File: src/include/pmcc_params.svh
// Overview of operation
// - Three run modes, each with HALT and IDLE
// - Option bit enables or blocks HALT requests
// - Power save keeps state; IDLE keeps oscillator, timer
// - Mode register resets to 40 hex
// - Bit 7 switches slow oscillator on or off
// - Bit 6 switches fast oscillator on or off
// - Bit 5 selects idle timer clock source
// - Bit 4 selects core clock source
// - Timer fast with core slow forces low speed
// - Bits 2 to 0 hold window select
// - Only five upper-nibble patterns are legal
// - Illegal upper pattern raises internal reset
// - Internal reset lasts 240 to 256 cycles
// - High speed mode follows every reset
// - HALT stops internal clock and fast oscillator pin
// - Port G bit 7 enters HALT mid next cycle; here at the next midpoint, which can fall in the current cycle
// - Window select chooses 4k to 64k, resets 4k
// - Port G bit 6 enters IDLE
`ifndef PMCC_PARAMS_SVH
`define PMCC_PARAMS_SVH

// Register byte addresses
`define PMCC_ADR_MODE 8'h00
`define PMCC_ADR_PORTG 8'h04
`define PMCC_ADR_OPTION 8'h08
`define PMCC_ADR_STATUS 8'h0c

// Reset values
`define PMCC_MODE_RST 8'h40
`define PMCC_OPTION_RST 8'h01

// Mode register fields
`define PMCC_BIT_SLOW_OSC 7
`define PMCC_BIT_FAST_OSC 6
`define PMCC_BIT_TIMER_SEL 5
`define PMCC_BIT_CORE_SEL 4
`define PMCC_MODE_WMASK 8'hf7

// Port G control and option fields
`define PMCC_BIT_HALT 7
`define PMCC_BIT_IDLE 6
`define PMCC_BIT_HALT_EN 0

// Legal upper-nibble patterns
`define PMCC_PAT_HIGH 4'h4
`define PMCC_PAT_HD 4'hc
`define PMCC_PAT_DUAL 4'he
`define PMCC_PAT_DL 4'hf
`define PMCC_PAT_LOW 4'hb

// Instruction cycle timing
`define PMCC_CLK_NS 10
`define PMCC_TC_NS 50
`define PMCC_TC_CYC ((`PMCC_TC_NS + `PMCC_CLK_NS - 1) / `PMCC_CLK_NS)
`define PMCC_TC_MID 3'h2

// Internal reset preset, high nibble above the idle timer low nibble
`define PMCC_IRST_HI 8'hf0

// Window select decode
`define PMCC_WIN_BASE_TAP 5'h0c
`define PMCC_WIN_MAX_SEL 3'h4

`endif

File: src/include/pmcc_pkg.sv
package pmcc_pkg;

  // Decoded operating mode of the upper nibble
  typedef enum logic [2:0] {
    PMCC_MODE_HIGH = 3'b000,
    PMCC_MODE_HD = 3'b001,
    PMCC_MODE_DUAL = 3'b010,
    PMCC_MODE_DL = 3'b011,
    PMCC_MODE_LOW = 3'b100,
    PMCC_MODE_BAD = 3'b111
  } pmcc_mode_t;

  // Power save state
  typedef enum logic [1:0] {
    PMCC_PS_RUN = 2'b00,
    PMCC_PS_HALT_PEND = 2'b01,
    PMCC_PS_HALT = 2'b10,
    PMCC_PS_IDLE = 2'b11
  } pmcc_ps_t;

endpackage

File: src/logic/pmcc_top.sv
// Implementation choices: the register addresses and register access over Wishbone.
`timescale 1ns/100ps
`default_nettype none
`include "pmcc_params.svh"

module pmcc_top
  import pmcc_pkg::*;
(
  input wire logic clk,
  input wire logic rst_b,
  input wire logic wb_cyc_i,
  input wire logic wb_stb_i,
  input wire logic wb_we_i,
  input wire logic [7:0] wb_adr_i,
  input wire logic [3:0] wb_sel_i,
  input wire logic [31:0] wb_dat_i,
  output logic [31:0] wb_dat_o,
  output logic wb_ack_o,
  input wire logic wake_up,
  output logic slow_osc_en,
  output logic fast_osc_en,
  output logic timer_clock_slow_select,
  output logic core_clock_slow_select,
  output logic [4:0] window_tap,
  output logic core_clk_run,
  output logic fast_osc_pin_run,
  output logic idle_timer_run,
  output logic internal_reset,
  output logic halt_active,
  output logic idle_active
);

  // Bus request qualifiers
  logic bus_req; // New request this cycle
  logic wr_mode; // Write to mode register
  logic wr_portg; // Write to port G control
  logic wr_option; // Write to option register

  // Stored registers
  logic [7:0] power_mode_register_q; // Clock and window control
  logic [7:0] option_q; // HALT availability
  logic ack_q; // Wishbone acknowledge
  logic [31:0] rd_q; // Registered read data

  // Instruction cycle divider
  logic [2:0] div_q; // Clock phase within one cycle
  logic tc_tick; // End of an instruction cycle
  logic tc_mid; // Middle of an instruction cycle
  logic [3:0] idle_timer_lo_q; // Low nibble of the timer; stops in HALT

  // Internal reset counter
  logic [7:0] irst_cnt_q; // Remaining instruction cycles
  logic irst_q; // Internal reset in progress

  // Power save state
  pmcc_ps_t ps_q; // Run, halt pending, halt or idle

  // Legality check outputs
  logic legal; // Upper nibble is one of five patterns
  logic force_low; // Invalid select pair seen
  pmcc_mode_t mode; // Decoded operating mode

  // Accept a request once; ack drops the cycle after it rose
  assign bus_req = wb_cyc_i & wb_stb_i & ~ack_q;
  assign wr_mode = bus_req & wb_we_i & wb_sel_i[0] & (wb_adr_i == `PMCC_ADR_MODE);
  assign wr_portg = bus_req & wb_we_i & wb_sel_i[0] & (wb_adr_i == `PMCC_ADR_PORTG);
  assign wr_option = bus_req & wb_we_i & wb_sel_i[0] & (wb_adr_i == `PMCC_ADR_OPTION);

  // Legality is judged on stored contents, one cycle after a write
  pmcc_legal_check u_legal (
    .upper(power_mode_register_q[7:4]),
    .legal(legal),
    .force_low(force_low),
    .mode(mode)
  );

  // Acknowledge one cycle after every request, mapped or not
  always_ff @(posedge clk or negedge rst_b) begin
    if (!rst_b) begin
      ack_q <= 1'b0;
    end else begin
      ack_q <= bus_req;
    end
  end

  // Read mux, registered; unmapped addresses read zero
  always_ff @(posedge clk or negedge rst_b) begin
    if (!rst_b) begin
      rd_q <= 32'h0000_0000;
    end else if (bus_req && !wb_we_i) begin
      case (wb_adr_i)
        `PMCC_ADR_MODE: rd_q <= {24'h00_0000, power_mode_register_q};
        `PMCC_ADR_OPTION: rd_q <= {24'h00_0000, option_q};
        // Status: decoded mode, power state, legality, reset
        `PMCC_ADR_STATUS: rd_q <= {16'h0000, irst_cnt_q, 1'b0, mode, ps_q, legal, irst_q};
        default: rd_q <= 32'h0000_0000;
      endcase
    end
  end
  assign wb_dat_o = rd_q;
  assign wb_ack_o = ack_q;

  // Mode register; an illegal value is replaced by the reset value
  always_ff @(posedge clk or negedge rst_b) begin
    if (!rst_b) begin
      power_mode_register_q <= `PMCC_MODE_RST;
    end else if (!legal) begin
      // Back to high speed with the 4k window
      power_mode_register_q <= `PMCC_MODE_RST;
    end else if (wr_mode && !irst_q) begin
      // Reserved bit 3 is not stored and reads zero
      power_mode_register_q <= wb_dat_i[7:0] & `PMCC_MODE_WMASK;
    end
  end

  // HALT availability option
  always_ff @(posedge clk or negedge rst_b) begin
    if (!rst_b) begin
      option_q <= `PMCC_OPTION_RST;
    end else if (wr_option) begin
      option_q <= {7'h00, wb_dat_i[`PMCC_BIT_HALT_EN]};
    end
  end

  // Instruction cycle divider; keeps running through power save
  always_ff @(posedge clk or negedge rst_b) begin
    if (!rst_b) begin
      div_q <= 3'h0;
    end else if (tc_tick) begin
      div_q <= 3'h0;
    end else begin
      div_q <= div_q + 3'h1;
    end
  end
  assign tc_tick = (div_q == 3'(`PMCC_TC_CYC - 1));
  assign tc_mid = (div_q == `PMCC_TC_MID);

  // Low nibble of the idle timer; it stops only in HALT
  always_ff @(posedge clk or negedge rst_b) begin
    if (!rst_b) begin
      idle_timer_lo_q <= 4'h0;
    end else if (tc_tick && ps_q != PMCC_PS_HALT) begin
      idle_timer_lo_q <= idle_timer_lo_q - 4'h1;
    end
  end

  // Internal reset: preset 00Fx, count down on instruction cycles
  always_ff @(posedge clk or negedge rst_b) begin
    if (!rst_b) begin
      irst_cnt_q <= 8'h00;
      irst_q <= 1'b0;
    end else if (!legal) begin
      irst_cnt_q <= `PMCC_IRST_HI | {4'h0, idle_timer_lo_q};
      irst_q <= 1'b1;
    end else if (irst_q && tc_tick) begin
      irst_cnt_q <= irst_cnt_q - 8'h01;
      if (irst_cnt_q == 8'h00) begin
        irst_q <= 1'b0;
      end
    end
  end
  assign internal_reset = irst_q;

  // Power save sequencer shared by all three run modes
  always_ff @(posedge clk or negedge rst_b) begin
    if (!rst_b) begin
      ps_q <= PMCC_PS_RUN;
    end else if (irst_q || !legal) begin
      ps_q <= PMCC_PS_RUN;
    end else begin
      case (ps_q)
        PMCC_PS_RUN: begin
          // HALT wins when both request bits are set and the option bit enables HALT
          if (wr_portg && wb_dat_i[`PMCC_BIT_HALT] && option_q[`PMCC_BIT_HALT_EN]) begin
            ps_q <= PMCC_PS_HALT_PEND;
          end else if (wr_portg && wb_dat_i[`PMCC_BIT_IDLE]) begin
            ps_q <= PMCC_PS_IDLE;
          end
        end
        PMCC_PS_HALT_PEND: begin
          // Stop at the next midpoint of an instruction cycle, in this one or the following
          if (tc_mid) begin
            ps_q <= PMCC_PS_HALT;
          end
        end
        PMCC_PS_HALT: begin
          if (wake_up) begin
            ps_q <= PMCC_PS_RUN;
          end
        end
        PMCC_PS_IDLE: begin
          if (wake_up) begin
            ps_q <= PMCC_PS_RUN;
          end
        end
        default: ps_q <= PMCC_PS_RUN;
      endcase
    end
  end

  // Oscillator enables straight from the register bits
  always_comb begin
    slow_osc_en = power_mode_register_q[`PMCC_BIT_SLOW_OSC];
    fast_osc_en = power_mode_register_q[`PMCC_BIT_FAST_OSC];
  end

  // Clock selects; the invalid pair forces low speed until reset lands
  always_comb begin
    timer_clock_slow_select = power_mode_register_q[`PMCC_BIT_TIMER_SEL] | force_low;
    core_clock_slow_select = power_mode_register_q[`PMCC_BIT_CORE_SEL];
  end

  // Window select to timer tap; codes above 4 saturate at 64k
  always_comb begin
    if (power_mode_register_q[2:0] > `PMCC_WIN_MAX_SEL) begin
      window_tap = `PMCC_WIN_BASE_TAP + {2'h0, `PMCC_WIN_MAX_SEL};
    end else begin
      window_tap = `PMCC_WIN_BASE_TAP + {2'h0, power_mode_register_q[2:0]};
    end
  end

  // Clock gating per power save state
  always_comb begin
    core_clk_run = (ps_q == PMCC_PS_RUN) || (ps_q == PMCC_PS_HALT_PEND);
    // HALT also freezes the fast oscillator pin; IDLE keeps it
    fast_osc_pin_run = (ps_q != PMCC_PS_HALT) & fast_osc_en;
    idle_timer_run = (ps_q != PMCC_PS_HALT);
    halt_active = (ps_q == PMCC_PS_HALT);
    idle_active = (ps_q == PMCC_PS_IDLE);
  end
endmodule
`default_nettype wire

File: src/logic/pmcc_legal_check.sv
`timescale 1ns/100ps
`default_nettype none
`include "pmcc_params.svh"

module pmcc_legal_check
  import pmcc_pkg::*;
(
  input wire logic [3:0] upper,
  output logic legal,
  output logic force_low,
  output pmcc_mode_t mode
);

  // Pattern decode of the four clock control bits
  always_comb begin
    legal = 1'b1;
    case (upper)
      `PMCC_PAT_HIGH: mode = PMCC_MODE_HIGH;
      `PMCC_PAT_HD: mode = PMCC_MODE_HD;
      `PMCC_PAT_DUAL: mode = PMCC_MODE_DUAL;
      `PMCC_PAT_DL: mode = PMCC_MODE_DL;
      `PMCC_PAT_LOW: mode = PMCC_MODE_LOW;
      default: begin
        // Anything else would strand the core
        mode = PMCC_MODE_BAD;
        legal = 1'b0;
      end
    endcase
  end

  // Timer fast with core slow is the invalid select pair
  assign force_low = ~upper[1] & upper[0];

endmodule
`default_nettype wire

File: config.mk
export PLATFORM = sky130hd
export DESIGN_NAME = pmcc_top
export DESIGN_NICKNAME = d
export VERILOG_FILES = /design/src/include/pmcc_pkg.sv /design/src/logic/pmcc_top.sv /design/src/logic/pmcc_legal_check.sv
export VERILOG_INCLUDE_DIRS = /design/src /design/src/include
export SDC_FILE = /design/constraint.sdc
export NUM_CORES = 1
export LEC_CHECK = 0
export BUFFER_PORTS_ARGS = -buffer_cell sky130_fd_sc_hd__buf_2
export CORE_ASPECT_RATIO = 1.2
export CORE_MARGIN = 3
export CORE_UTILIZATION = 30
export DETAILED_ROUTE_END_ITERATION = 8
export GPL_ROUTABILITY_DRIVEN = 0
export PLACE_DENSITY = 0.52
export REMOVE_ABC_BUFFERS = 1
export SLEW_MARGIN = 20
export SYNTH_ARGS = -nofsm -noshare
export SYNTH_HDL_FRONTEND = slang
export SYNTH_HIERARCHICAL = 1
export SYNTH_SLANG_ARGS = --single-unit
File: constraint.sdc
create_clock -name clk -period 2.1 [get_ports clk]
set_input_delay 0 -clock clk [delete_from_list [all_inputs] [get_ports clk]]
set_output_delay 0 -clock clk [all_outputs]
set_load 0.02 [all_outputs]
==> results.sh <==
export IMPL_outcome="finished, final reports clean"
export IMPL_setup_total_negative_slack_ns=0
export IMPL_placedInstanceArea_sq_um=2605
export IMPL_clk_transition_reported_paths_ns=0.08
export IMPL_yosys_area_top_type_share=0.4461
export IMPL_synth_main_ff_cell="dfrtp_1"
export IMPL_synth_async_reset_ratio=1.000
export IMPL_setup_violation_total_in_the_final_timing_report=0
export IMPL_design_final_nets=346
export IMPL_worstSetupStartpoint="wb_ack_o"
export IMPL_tritoncts="yes"
export IMPL_core_area_sq_um=7360
export IMPL_cts_htree_levels=2
export IMPL_grt_start_max_net_pins=29
export IMPL_core_rowCount=34
export IMPL_timing_final_crit_period_ns=1.743
export IMPL_worst_setup_path_start_kind="flop"
export IMPL_design_power_total_uw=2251
export IMPL_fin_area_sq_um=2821
export IMPL_fp_dieW_microns=85.93
export IMPL_via_count_of_the_first_global_routing_pass=1640
export IMPL_worstSetupEndpointType="flop"
export IMPL_drt_first_pass_iters=4
export IMPL_postLayoutSetupSlackWorst_ns=0.3574
export IMPL_syn_inst=227
export IMPL_r2r_start="wb_ack_o"
export IMPL_port_buffers=53
export IMPL_wl_per_cell_microns=13.19
export IMPL_setup_repair_after_global_routing_missed_its_margin="no"
export IMPL_wl_microns=5027
export IMPL_max_stage_delay_ns=0.70
export IMPL_slew_violations=0
export IMPL_dpl_worst_slack_ns=0.3678
export IMPL_drt_vias_per_instance=4.593
export IMPL_ys_seq_elements=43
export IMPL_vdd_ir_drop_worst_uv=379.7
export IMPL_fp_dieArea_sq_um=8757
export IMPL_timing_setup_critical_path_class="reg2reg"
export IMPL_timing_fmax_mhz=573.9
export IMPL_fillers=749
export IMPL_route_vias_total=1750
export IMPL_hp_class="in2reg"
export IMPL_power_per_cell_area_nw_per_um2=797.9
export IMPL_cts_made_buffers=5
export IMPL_clk_root_buffer_cell="clkbuf_8"
export IMPL_floorplan_die_height_microns=101.9
export IMPL_synthesis_yosys_warnings=6
export IMPL_timing_rr_end="wb_dat_o[9]"
export IMPL_worstMarginPinSlew_ns=0.5025
export IMPL_cts_hold_buffers_added=8
export IMPL_synth_area_top_cells="dfrtp_1 45%, buf_4 5.5%, mux2i_1 3.9%"
export IMPL_worstHoldPathCells=3
export IMPL_multi_input_comb_area_sq_um=1066
export IMPL_cp_slowest_cell="or4b_1"
export IMPL_timing_hold_ws_ns=0.02232
export IMPL_layout_drive_gt1_share=0.2577
export IMPL_grt_first_pass_wirelength_microns=8328
export IMPL_synthDominantAreaCellType="dfrtp_1"
export IMPL_register_area_sq_um=1079
export IMPL_start_util=0.3125
export IMPL_netlist_cell_type_count=46
export IMPL_area_delta_synth_final_pct=22.69
export IMPL_crit_fanout=9
export IMPL_hold_violations=0
export IMPL_critical_path_arrival_ns=1.98
export IMPL_setup_reg_to_reg_worst_slack_ns=0.36
export IMPL_synth_edff_count=0
export IMPL_power_leakage_uw=0.001456
export IMPL_destination_of_the_critical_timing_path="wb_dat_o[9]"
export IMPL_drc=0
export IMPL_drtAntennaViolNets=0
export IMPL_grt_overflow=0
export IMPL_antenna_found_initial=0
export IMPL_syn_cell_area_sq_um=2300
export IMPL_maximum_buffer_depth_of_the_clock_tree=2
export IMPL_maxCapViolations=0
export IMPL_post_cts_resize_count=0
export IMPL_post_synthesis_sequential_area_ratio=0.4690
export IMPL_place_hpwl_microns=3838
export IMPL_clock_skew_final_ns=0.005309
export IMPL_synthesis_area_per_instance_sq_um=10.13
export IMPL_post_route_period_util=0.8298
export IMPL_relSlewSlack=0.6619
export IMPL_ios=98
export IMPL_rr_worst_depth=4
export IMPL_grt_total_usage=0.1196
export IMPL_clkSinkCount=43
export IMPL_diodes=0
export IMPL_worstPathCellList="nand4bb_1 > or4b_1 > nor2_8 > a22o_1"
export IMPL_dr_first_iter_drc_count=67
export IMPL_cp_data_required_time_ns=2.34
export IMPL_cts_post_setup_buffers_inserted=0
export IMPL_worst_skew_pair_late_latency_ns=0.29
flip-flops by register name, indices dropped and copies added (netlist names):
name,cells
wb_dat_o,16
irst_cnt_q,8
power_mode_register_q,7
idle_timer_lo_q,4
div_q,3
ps_q,2
internal_reset,1
option_q,1
wb_ack_o,1
per-layer routing:
layer | global-route usage | up-vias | wire length (microns)
met1 | 0.1553 | 815 | 2218
met2 | 0.1970 | 46 | 2431
met4 | 0.04507 | 0 | 103
li1 | - | 883 | -
met5 | 0 | - | 0
met3 | 0.02339 | 6 | 273
area by class of cell:
class | instances | share of cell area
sequential | 43 | 0.3823
multi-input combinational | 162 | 0.3778
timing repair buffer | 66 | 0.1357
tap | 90 | 0.03991
clock buffer | 5 | 0.02439
clock inverter | 3 | 0.02395
inverter | 12 | 0.01596
cells in the mapped netlist, types with 2 or more instances:
library cell / instances
dfrtp_1: 41
nand2_1: 19
buf_4: 17
inv_1: 12
nor2_1: 12
nor2b_1: 10
a21oi_1: 9
a22o_1: 9
mux2i_1: 9
xor2_1: 8
nand3_1: 7
o21ai_1: 7
a22oi_1: 6
clkbuf_1: 6
ha_1: 6
and2_1: 4
nand4_1: 4
nor4_1: 3
o21ai_0: 3
xnor2_1: 3
and3_1: 2
dfstp_2: 2
nand2b_1: 2
nand4b_1: 2
nor3_1: 2
nor4bb_1: 2
critical path: cells and delay by family, from the launching register on:
kind,cells,cell delay (ns)
flip-flops,1,0.40
AND/OR/NAND/NOR,3,1.14
AO/OA/AOI/OAI,1,0.15
through the flow:
step / std cells / util
floorplan: 217 / -
global placement: 365 / 0.3540
detailed placement: 365 / 0.3540
CTS: 381 / 0.3834
global route: 381 / 0.3834
finish: 381 / 0.3834
layout by cell type, fill, tap and decap left out, types with 5 or more instances in the layout:
cell type / synthesis / final
dlygate4sd3_1: 0 / 8
nor2_1: 12 / 12
a22o_1: 9 / 9
ha_1: 6 / 6
buf_2: 1 / 53
o21ai_1: 7 / 7
nand3_1: 7 / 7
clkbuf_8: 0 / 5
nor2b_1: 10 / 10
dfrtp_1: 41 / 41
buf_4: 17 / 5
a22oi_1: 6 / 6
conb_1: 1 / 16
xor2_1: 8 / 8
inv_1: 12 / 12
a21oi_1: 9 / 9
mux2i_1: 9 / 9
nand2_1: 19 / 19
worst min-delay path by stage:
stage / endpoint / slack, ns / start
after detailed placement: wb_dat_o[11] / -0.07 / rst_b
after CTS: power_mode_register_q[7] / 0.02 / wb_dat_i[7]
after global routing: wb_ack_o / 0.05 / wb_cyc_i
final: power_mode_register_q[7] / 0.02 / wb_dat_i[7]
after global placement: wb_dat_o[11] / -0.07 / rst_b
after floorplan: div_q[0] / -0.30 / rst_b
where the power goes:
group          internal [uW]  switching, uW
clock                    474            287
combinational            189            238
sequential               937            126
total                   1600            651
cells by family (layout without fill, tap and decap cells):
kind of cell | after synthesis | in the layout | synth area share
buffers and inverters | 37 | 86 | 0.09194
other | 1 | 16 | 0.001631
adders and majority gates | 6 | 6 | 0.03264
xor gates and xnor gates | 11 | 11 | 0.04190
and+or+nand+nor | 81 | 81 | 0.2067
AOI/OAI and AO/OA | 38 | 38 | 0.1121
DFF | 43 | 43 | 0.4690
muxes | 10 | 10 | 0.04407
(Power assumes the default switching activity.)
